**src/rtl/pcs_pkg.sv**
```systemverilog
// Package: constants and types for the program counter sequencer
package pcs_pkg;
	localparam int PCS_PC_W_DEF = 11;
	localparam int PCS_PAGE_LO_BIT = 9;
	localparam int PCS_CALL_FORCE_BIT = 8;
	localparam int PCS_STATUS_PA_LSB = 5;
	localparam int PCS_STATUS_PA_MSB = 6;
	localparam int PCS_STACK_DEPTH = 2;
	localparam logic [1:0] PCS_PAGE_RST = 2'h0;
	localparam logic [7:0] PCS_WREG_RST = 8'h00;
	localparam logic [2:0] PCS_PCL_BIT_MAX = 3'h7;
	// Operation requested by the decoder for this instruction cycle
	typedef enum logic [2:0] {
		PCS_OP_SEQ = 3'h0,
		PCS_OP_JUMP = 3'h1,
		PCS_OP_CALL = 3'h3,
		PCS_OP_RET = 3'h2,
		PCS_OP_PCL_MOVE = 3'h6,
		PCS_OP_PCL_ADD = 3'h7,
		PCS_OP_PCL_BSET = 3'h5,
		PCS_OP_PA_WRITE = 3'h4
	} pcs_op_e;
endpackage

```
**src/rtl/pcs_stack_if.sv**
```systemverilog
// Interface: push/pop handshake between sequencer and return stack
`timescale 1ns/100ps
`default_nettype none
interface pcs_stack_if #(parameter int PC_W = 11);
	logic push;
	logic pop;
	logic [PC_W-1:0] push_addr;
	logic [PC_W-1:0] top;
	modport seq (output push, output pop, output push_addr, input top);
	modport stk (input push, input pop, input push_addr, output top);
endinterface
`default_nettype wire

```
**src/rtl/pcs_return_stack.sv**
```systemverilog
// Two-entry hardware return stack
`timescale 1ns/100ps
`default_nettype none
module pcs_return_stack import pcs_pkg::*; #(
	parameter int PC_W = PCS_PC_W_DEF
) (
	input wire logic i_clk_sys,
	input wire logic i_reset_n,
	input wire logic i_ce,
	pcs_stack_if.stk stk
);
	typedef struct packed {
		logic [PCS_STACK_DEPTH-1:0][PC_W-1:0] ent;
	} pcs_stk_s;
	pcs_stk_s st_q;
	pcs_stk_s st_d;
	always_comb begin
		st_d = st_q;
		if (stk.push) begin
			// Entry one slides down, oldest entry is lost
			st_d.ent[1] = st_q.ent[0]; // see RULE12
			st_d.ent[0] = stk.push_addr; // see RULE12
		end else if (stk.pop) begin
			// Entry two is copied up and also kept
			st_d.ent[0] = st_q.ent[1]; // see RULE13
		end
	end
	always_ff @(posedge i_clk_sys) begin
		if (!i_reset_n) begin
			st_q <= '0;
		end else if (i_ce) begin
			st_q <= st_d;
		end
	end
	assign stk.top = st_q.ent[0];
endmodule
`default_nettype wire

```
**src/rtl/pcs_top.sv**
```systemverilog
// Program counter sequencer with paging and return stack
// Behaviour
// RULE1: Counter increments each cycle unless loaded.
// RULE2: Absolute jump loads counter bits 8:0.
// RULE3: Counter low byte readable and writable.
// RULE4: Page bits feed counter bits 9,10.
// RULE5: Call and low-byte writes clear bit 8.
// RULE6: Move/add/bit-set to low byte jumps.
// RULE7: Increment crosses pages; page bits unchanged.
// RULE8: Software updates page bits after crossing.
// RULE9: Reset sets counter to all ones.
// RULE10: Reset clears the page preselect bits.
// RULE11: Two-entry stack, full counter width.
// RULE12: Call pushes entry one down, stores pc+1.
// RULE13: Return loads top, copies entry two up.
// RULE14: Return loads working register with literal.
// RULE15: Status bits 6:5 select 512-word page.
// RULE16: Widths 9,10,11; excess page bits ignored.
`timescale 1ns/100ps
`default_nettype none
module pcs_top import pcs_pkg::*; #(
	parameter int PC_W = PCS_PC_W_DEF
) (
	input wire logic i_clk_sys,
	input wire logic i_reset_n,
	input wire logic i_ce,
	input wire pcs_op_e i_op,
	input wire logic [8:0] i_imm,
	input wire logic [7:0] i_wreg,
	input wire logic [2:0] i_bit_sel,
	input wire logic [1:0] i_page_wdata,
	output logic [PC_W-1:0] o_pc,
	output logic [7:0] o_pc_low_byte_reg,
	output logic [1:0] o_page_preselect,
	output logic [7:0] o_wreg,
	output logic o_wreg_load
);
	generate
		if (PC_W < 9 || PC_W > 11) begin : g_bad_width
			$error("PC_W must be 9, 10 or 11"); // see RULE16
		end
		if (PCS_STATUS_PA_MSB - PCS_STATUS_PA_LSB != 1) begin : g_bad_page_field
			$error("page preselect field must be two bits wide"); // see RULE15
		end
		if (PCS_STACK_DEPTH != 2) begin : g_bad_depth
			$error("return stack must hold two entries"); // see RULE11
		end
		if (PCS_CALL_FORCE_BIT != PCS_PAGE_LO_BIT - 1) begin : g_bad_force_bit
			$error("forced-low bit must sit just below the page bits"); // see RULE5
		end
	endgenerate

	// Sequencer state apart from the return stack, registered once per enabled cycle
	typedef struct packed {
		logic [PC_W-1:0] pc;
		logic [1:0] page;
		logic [7:0] wreg;
		logic wreg_load;
	} pcs_top_s;

	pcs_top_s st_q;
	pcs_top_s st_d;
	pcs_stack_if #(.PC_W(PC_W)) stk_if ();

	logic [PC_W-1:0] pc_inc;
	wire logic [PC_W-1:0] page_base;
	logic [7:0] low_sum;
	wire logic [7:0] low_bset;
	logic [7:0] short_low;
	logic [PC_W-1:0] short_target;

	// Page bits beyond the configured width are dropped
	assign page_base[PCS_PAGE_LO_BIT-1:0] = '0;
	generate
		for (genvar gb = PCS_PAGE_LO_BIT; gb < PC_W; gb++) begin : g_page_bit
			assign page_base[gb] = st_q.page[gb-PCS_PAGE_LO_BIT]; // see RULE4, RULE15, RULE16
		end
	endgenerate

	always_comb begin
		pc_inc = st_q.pc + PC_W'(1); // see RULE7
		// Add works on the low byte of the current counter value
		low_sum = st_q.pc[7:0] + i_wreg; // see RULE3
	end

	// Bit-set of the low byte, one gate per bit
	generate
		for (genvar gs = 0; gs <= int'(PCS_PCL_BIT_MAX); gs++) begin : g_bset_bit
			assign low_bset[gs] = st_q.pc[gs] | (i_bit_sel == 3'(gs)); // see RULE3, RULE6
		end
	endgenerate

	// Low byte of every short load: call target or new low-byte value
	always_comb begin
		case (i_op)
			PCS_OP_CALL: begin
				short_low = i_imm[7:0]; // see RULE5
			end

			PCS_OP_PCL_MOVE: begin
				short_low = i_wreg; // see RULE6
			end

			PCS_OP_PCL_ADD: begin
				short_low = low_sum; // see RULE6
			end

			PCS_OP_PCL_BSET: begin
				short_low = low_bset; // see RULE6
			end

			default: begin
				short_low = i_imm[7:0];
			end
		endcase
	end

	// Calls and low-byte writes reach only the first half of the selected page
	always_comb begin
		short_target = page_base;
		short_target[PCS_CALL_FORCE_BIT] = 1'b0; // see RULE5
		short_target[7:0] = short_low; // see RULE5
	end

	always_comb begin
		st_d = st_q;
		st_d.pc = pc_inc; // see RULE1, RULE7
		st_d.wreg_load = 1'b0;
		stk_if.push = 1'b0;
		stk_if.pop = 1'b0;
		stk_if.push_addr = pc_inc; // see RULE12

		// Every load other than the increment is chosen by the decoded operation
		case (i_op)
			PCS_OP_SEQ: begin
				// Increment only; a page crossing leaves the page bits alone
			end

			PCS_OP_JUMP: begin
				st_d.pc = page_base; // see RULE4
				st_d.pc[8:0] = i_imm; // see RULE2
			end

			PCS_OP_CALL: begin
				stk_if.push = 1'b1; // see RULE12
				st_d.pc = short_target; // see RULE4, RULE5
			end

			PCS_OP_RET: begin
				// Return addresses hold their page, so no page bits are applied
				stk_if.pop = 1'b1;
				st_d.pc = stk_if.top; // see RULE13, RULE11
				st_d.wreg = i_imm[7:0]; // see RULE14
				st_d.wreg_load = 1'b1; // see RULE14
			end

			PCS_OP_PCL_MOVE: begin
				st_d.pc = short_target; // see RULE6, RULE5
			end

			PCS_OP_PCL_ADD: begin
				st_d.pc = short_target; // see RULE6, RULE5
			end

			PCS_OP_PCL_BSET: begin
				st_d.pc = short_target; // see RULE6, RULE5
			end

			PCS_OP_PA_WRITE: begin
				// Software steers later jumps after a page crossing
				st_d.page = i_page_wdata; // see RULE8
			end

			default: begin
			end
		endcase
	end

	always_ff @(posedge i_clk_sys) begin
		if (!i_reset_n) begin
			st_q.pc <= '1; // see RULE9
			st_q.page <= PCS_PAGE_RST; // see RULE10
			st_q.wreg <= PCS_WREG_RST;
			st_q.wreg_load <= 1'b0;
		end else if (i_ce) begin
			st_q <= st_d;
		end
	end

	// Stack shares the clock enable, so a frozen core keeps its return addresses
	pcs_return_stack #(.PC_W(PC_W)) u_stack (
		.i_clk_sys(i_clk_sys),
		.i_reset_n(i_reset_n),
		.i_ce(i_ce),
		.stk(stk_if.stk)
	);

	// Outputs are taken straight from the state register
	assign o_pc = st_q.pc;
	assign o_pc_low_byte_reg = st_q.pc[7:0]; // see RULE3
	assign o_page_preselect = st_q.page;
	assign o_wreg = st_q.wreg;
	assign o_wreg_load = st_q.wreg_load;
endmodule
`default_nettype wire

```
**config.mk**
```make
export PLATFORM = sky130hd
export DESIGN_NAME = pcs_top
export DESIGN_NICKNAME = d
export VERILOG_FILES = /design/src/rtl/pcs_pkg.sv /design/src/rtl/pcs_stack_if.sv /design/src/rtl/pcs_return_stack.sv /design/src/rtl/pcs_top.sv
export SDC_FILE = /design/constraint.sdc
export NUM_CORES = 1
export LEC_CHECK = 0
export ABC_AREA = 1
export BUFFER_PORTS_ARGS = -buffer_cell sky130_fd_sc_hd__buf_2
export CORE_AREA = 4 4 83 85
export CTS_BUF_LIST = sky130_fd_sc_hd__clkbuf_4
export DETAILED_ROUTE_END_ITERATION = 8
export DIE_AREA = 0 0 87 89
export PLACE_DENSITY = 0.74
export SLEW_MARGIN = 10
export SYNTH_ARGS = -nofsm -noshare
export SYNTH_HDL_FRONTEND = slang
export SYNTH_HIERARCHICAL = 1
export SYNTH_SLANG_ARGS = --single-unit
```
**constraint.sdc**
```tcl
create_clock -name i_clk_sys -period 3.3 [get_ports i_clk_sys]
set_input_delay 0.66 -clock i_clk_sys [delete_from_list [all_inputs] [get_ports i_clk_sys]]
set_output_delay 0.66 -clock i_clk_sys [all_outputs]
set_load 0.01 [all_outputs]
```
==> metrics.yaml, run 1 <==
fin_setup_tns_ps: 0
hold_slack_ps: 476
dpl.hpwl_microns: 6150
synth_edf_count: 0
drive_gt1_share_pct: 16.1
ir_drop_uv: 203
synthCells: 485
crit_required_ps: 3590
arrival_ps: 2320
status: "finished clean"
antenna_left: 0
initial_core_util_pct: 48.4
hold_class: "reg2reg"
drc: 0
rows: 29
p_int_w: 0.000775
clockBufferDepth: 2
total_leakage_power_nw: 1.69
pre_cts_ws_ps: 1010
crit_family: "simple AND/OR/NAND/NOR gates"
start_kind: "flip-flop"
antenna_found_initial: 0
drt-pass1-iter-count: 4
nets: 552
grt_max_degree: 35
dp.cells: 585
yosysTopAreaCellShare_pct: 29.3
switching_share_pct: 35.0
crit_chain: "ha_1, nand2_1, nor2_2, nand3_2, nor3_2, xor2_1, nand2_1, nand2_1, nor2_1, nor2_1"
fin_crit_ps: 2030
hold_buffers: 0
cp_max_fo: 8
ys.flop_type: "dfxtp_1"
powerDensity_nw_per_um2: 370
via_per_inst: 5.27
synth-seq-cells: 44
wl_per_cell_microns: 13.7
grt_pass1_vias: 2954
die_w_microns: 87
synth_common_cells: "nand2_1, nor2_1, inv_1"
cts.sinks: 44
cts_tree: "yes"
stdcell_count: 592
ys_types: 33
area_growth_pct: 7.50
cpMostUsedCell: "nand2_1"
slew_violations: 0
switchingPower_w: 0.000418
first_iter_violations: 158
cts_made_buffers: 5
die_area_sq_um: 7740
slew_headroom_pct: 44.5
antennaDiodeCount: 0
fin_skew_ps: 7.64
path_clk_slew_ps: 130
avgSynthCellArea_sq_um: 6.19
port_buffers: 57
gp_congestion: 0.933
synth-async-reset-ratio_pct: 0
synthesis.area_sq_um: 3000
comb_power_share_pct: 28.6
rsz0062_at_grt: "no"
power.total_w: 0.00119
critPathMaxStageDelay_ps: 560
pwr-share-clk_pct: 21.4
clk_latency_ps: 350
num_io_pins: 58
ys_seq_area_share_pct: 29.3
setup_ws_ps: 1270
ys.warnings.count: 6
routed_wirelength_microns: 8100
synth_area_leaders: "dfxtp_1, nand2_1, nor2_1"
max_freq_mhz: 493
cp-end-kind: "flip-flop"
grtUsageTotal_pct: 21.5
power_frac_seq_pct: 50.1
die_h_microns: 89
worst_slew_pin_slew_ps: 826
yosysMostFrequentCell: "nand2_1"
gr-total-overflow: 0
vias: 3118
worst-path-buf-inv: 0
core_sq_um: 6200
path_class: "reg2reg"
cts_setup_buffers: 0
fin_crit_sh_pct: 61.4
hold_viol_final: 0
synth_top_cell_by_area: "dfxtp_1"
htreeDepth: 2
finalSetupViolCount: 0
root_buffer: "clkbuf_4"
cp_slowest_cell: "dfxtp_1"
synthesis.nets: 522
cts_resized: 0
drv_cap: 0
grt_pass1_wl_microns: 13300
cells in the final DEF, fill, tap and decap left out, drive strengths merged:
master,synthesis,layout
nand2,129,129
nor2,68,68
buf,30,59
inv,55,55
dfxtp,44,44
nand3,40,40
o21ai,39,39
a21oi,28,28
ha,8,8
xor2,7,7
clkbuf,6,6
nor3,5,5
or2,4,4
nand4,3,3
a31oi,3,3
a21boi,3,3
a211oi,3,3
nor4,2,2
o211ai,2,2
o21bai,1,1
nor3b,1,1
o221ai,1,1
a22oi,1,1
xnor2,1,1
fa,1,1
clkinv,0,1
flip-flops by register name (all words and copies together) (netlist names):
signal and count:
o_wreg_load 1, u_stack/stk.top 11, o_page_preselect 2, o_wreg 8
o_pc 11, u_stack/st_q 11
power by group through the flow:
stage	Sequential, W	Combinational [W]	Clock (W)
floorplan	0.000606	0.000251	0
global placement	0.000608	0.000330	0
detailed placement	0.000609	0.000337	0
CTS	0.000597	0.000339	0.000263
global route	0.000602	0.000389	0.000285
finish	0.000598	0.000341	0.000255
layout make-up:
| cell class | count | area (sq um) |
|---|---|---|
| Clock inverter | 1 | 5.00 |
| Tap cell | 77 | 96.3 |
| Fill cell | 637 | 2980 |
| Inverter | 55 | 206 |
| Sequential cell | 44 | 881 |
| Clock buffer | 6 | 45.0 |
| Timing Repair Buffer | 59 | 300 |
| Multi-Input combinational cell | 350 | 1690 |
routing by layer:
layer	vias to the layer above	part of all wire, %	GRT usage [%]
met5	-	0	0
met3	8	5.1	2.76
met4	0	0.85	6.52
li1	1590	-	-
met1	1440	45	26.6
met2	80	49	38.8
worst paths after layout:
kind / from / to / slack (ps) / cells after the start
worst max-delay path: o_pc[1]$_SDFFE_PN1P_ / u_stack/stk.top[8]$_SDFFE_PN0P_ / 1270 / 10
worst min-delay path: o_wreg_load$_SDFFE_PN0P_ / o_wreg_load$_SDFFE_PN0P_ / 480 / 2
worst max register to register: o_pc[1]$_SDFFE_PN1P_ / u_stack/stk.top[8]$_SDFFE_PN0P_ / 1270 / 10
worst min register to register: o_wreg_load$_SDFFE_PN0P_ / o_wreg_load$_SDFFE_PN0P_ / 480 / 2
tightest hold or removal path, stage by stage (launching register included):
cell and delay [ps]:
dfxtp_1 330, nand2_1 60, a21oi_1 50
stage by stage:
stage	cell area, sq um	utilization (%)
6_report	3230	52.0
5_1_grt	3230	52.0
4_1_cts	3230	52.0
3_5_place_dp	3180	51.2
3_3_place_gp	3180	51.2
2_1_floorplan	3000	-
cell families after synthesis:
logic type | synth area share (%)
flip-flops | 29.3
buffers and inverters | 14.2
AO/OA/AOI/OAI | 14.6
AND/OR/NAND/NOR | 35.5
XOR/XNOR | 2.33
adder cells (fa/ha/maj) | 4.00
No activity file was read; power rests on OpenSTA's default activity.
==> run 2: changes to the inputs <==
Clock period 3.3 ns to 2.05 ns, I/O delays scaled along.
==> run 2 against run 1 <==
Against the previous run:
- final area up 2.9%
- power up 73%
- register-to-register slack lost 1100 ps
- routed wire length up 0.93%
- sequential cell count is the same
- worst setup slack got worse by 1100 ps
- largest cell class unchanged
- largest power group unchanged
==> metrics.yaml, run 2 (synthesized netlist as in run 1, its figures left out) <==
routed_wirelength_microns: 8170  # was 8100 microns
startpoint: "o_pc[0]$_SDFFE_PN1P_"  # was o_pc[1]$_SDFFE_PN1P_
rr_startpoint: "o_pc[0]$_SDFFE_PN1P_"  # was o_pc[1]$_SDFFE_PN1P_
hold_buffers: 0  # unchanged
reg2reg_slack_ps: 150  # was 1270 ps
setup_ws_ps: 147  # was 1270 ps
total_leakage_power_nw: 1.74  # was 1.69 nW
initial_core_util_pct: 48.4  # unchanged
hold_viol_final: 0  # unchanged
dp.cells: 594  # was 585
hold_class: "in2reg"  # was reg2reg
crit_chain: "ha_1, fa_1, nand2_1, nand3_1, or2_2, nand3_1, nand4_1, nand3_1, nand2_1"  # was ha_1, nand2_1, nor2_2, nand3_2, nor3_2, xor2_1, nand2_1, nand2_1, nor2_1, nor2_1
ir_drop_uv: 312  # was 203 uV
r2r-end: "o_pc[4]$_SDFFE_PN1P_"  # was u_stack/stk.top[8]$_SDFFE_PN0P_
root_buffer: "clkbuf_4"  # unchanged
clockBufferDepth: 2  # unchanged
cp_slowest_cell: "fa_1"  # was dfxtp_1
grt_pass1_wl_microns: 13500  # was 13300 microns
pre_cts_ws_ps: 52.7  # was 1010 ps
clk_latency_ps: 350  # about the same
rows: 29  # unchanged
grtUsageTotal_pct: 21.8  # was 21.5%
fin_crit_ps: 1900  # was 2030 ps
cp_max_fo: 6  # was 8
drc: 0  # unchanged
gp_congestion: 0.908  # was 0.933
seqCellArea_sq_um: 882  # was 881 sq um
antenna_found_initial: 0  # unchanged
r2r.worst_path.cells: 9  # was 10
max_freq_mhz: 526  # was 493 MHz
cts_tree: "yes"  # unchanged
dpl.hpwl_microns: 6270  # was 6150 microns
powerDensity_nw_per_um2: 621  # was 370 nW/um^2
final_cell_mix: "nand2_1, nor2_1, buf_2, inv_1, dfxtp_1"  # unchanged
fin_skew_ps: 10.1  # was 7.64 ps
grt_max_degree: 24  # was 35
drive_gt1_share_pct: 17.5  # was 16.1%
path_class: "reg2reg"  # unchanged
wl_per_cell_microns: 13.6  # was 13.7 microns
multi_input_area_sq_um: 1690  # unchanged
stdcell_count: 602  # was 592
nets: 561  # was 552
cts_made_buffers: 5  # unchanged
core_sq_um: 6200  # unchanged
rsz0062_at_grt: "no"  # unchanged
htreeDepth: 2  # unchanged
drt-pass1-iter-count: 5  # was 4
area_growth_pct: 10.6  # was 7.50%
slew_violations: 0  # unchanged
fin_setup_tns_ps: 0  # unchanged
die_area_sq_um: 7740  # unchanged
die_h_microns: 89  # unchanged
start_kind: "flip-flop"  # unchanged
num_io_pins: 58  # unchanged
slew_headroom_pct: 40.6  # was 44.5%
finalSetupViolCount: 0  # unchanged
nFillCells: 651  # was 637
path_clk_slew_ps: 130  # about the same
via_per_inst: 5.23  # was 5.27
antennaDiodeCount: 0  # unchanged
worst_slew_pin_slew_ps: 884  # was 826 ps
port_buffers: 57  # unchanged
first_iter_violations: 277  # was 158
critPathMaxStageDelay_ps: 430  # was 560 ps
fin_crit_sh_pct: 92.8  # was 61.4%
crit_end: "o_pc[4]$_SDFFE_PN1P_"  # was u_stack/stk.top[8]$_SDFFE_PN0P_
antenna_left: 0  # unchanged
cts.sinks: 44  # unchanged
final_common_cell: "nand2_1"  # unchanged
grt_pass1_vias: 2913  # was 2954
crit_required_ps: 2320  # was 3590 ps
vias: 3146  # was 3118
drv_cap: 0  # unchanged
gr-total-overflow: 0  # unchanged
status: "finished clean"  # unchanged
arrival_ps: 2170  # was 2320 ps
cp-end-kind: "flip-flop"  # unchanged
cpMostUsedCell: "nand3_1"  # was nand2_1
die_w_microns: 87  # unchanged
run 2: worst min path at each step:
stage,cells past startpoint,endpoint,slack (ps),start
after floorplan,2,u_stack/st_q[21]$_SDFFE_PN0P_,450,u_stack/st_q[21]$_SDFFE_PN0P_
after global placement,2,o_wreg_load$_SDFFE_PN0P_,460,o_wreg_load$_SDFFE_PN0P_
after detailed placement,2,u_stack/st_q[20]$_SDFFE_PN0P_,470,u_stack/st_q[20]$_SDFFE_PN0P_
after CTS,3,o_wreg[2]$_SDFFE_PN0P_,290,i_imm[2]
after global routing,3,o_wreg[4]$_SDFFE_PN0P_,300,i_imm[4]
final,3,o_wreg[1]$_SDFFE_PN0P_,300,i_imm[1]
run 2: layer usage:
layer,vias up,part of all wire [%],wire length (microns),track usage [%]
li1,1607,-,-,-
met4,0,2.3,186,6.23
met5,-,0,0,0
met3,20,6.3,511,2.49
met2,117,47,3850,38.7
met1,1402,44,3630,27.7
run 2: what timing repair did:
action                     CTS  global route
setup endpoints to repair    0             1
setup buffers                0             0
gates resized for setup      0             1
run 2: final cells by class:
type / instances / share of cell area [%]
clock inverter: 3 / 1.13
multi-input combinational: 350 / 51.0
inverter: 55 / 6.21
sequential: 44 / 26.6
timing repair buffer: 68 / 11.1
clock buffer: 5 / 1.13
tap: 77 / 2.90
run 2: where the power goes:
part	switching, W	internal (W)
Sequential	0.0000476	0.000902
Clock	0.000280	0.000249
Combinational	0.000361	0.000223
Total	0.000688	0.00137
run 2: through the flow:
step / power, W / hold slack, ps / utilization [%] / area, sq um
4_1_cts: 0.00207 / 294 / 53.5 / 3320
3_5_place_dp: 0.00154 / 474 / 52.3 / 3250
5_1_grt: 0.00220 / 300 / 53.5 / 3320
2_1_floorplan: 0.00138 / 452 / - / 3000
3_3_place_gp: 0.00153 / 458 / 52.3 / 3250
6_report: 0.00206 / 295 / 53.5 / 3320
run 2: critical path: cells and delay by family (launching register included):
kind	cells	cell delay, ps
adders and majority gates	2	670
DFF	1	400
and+or+nand+nor	7	750
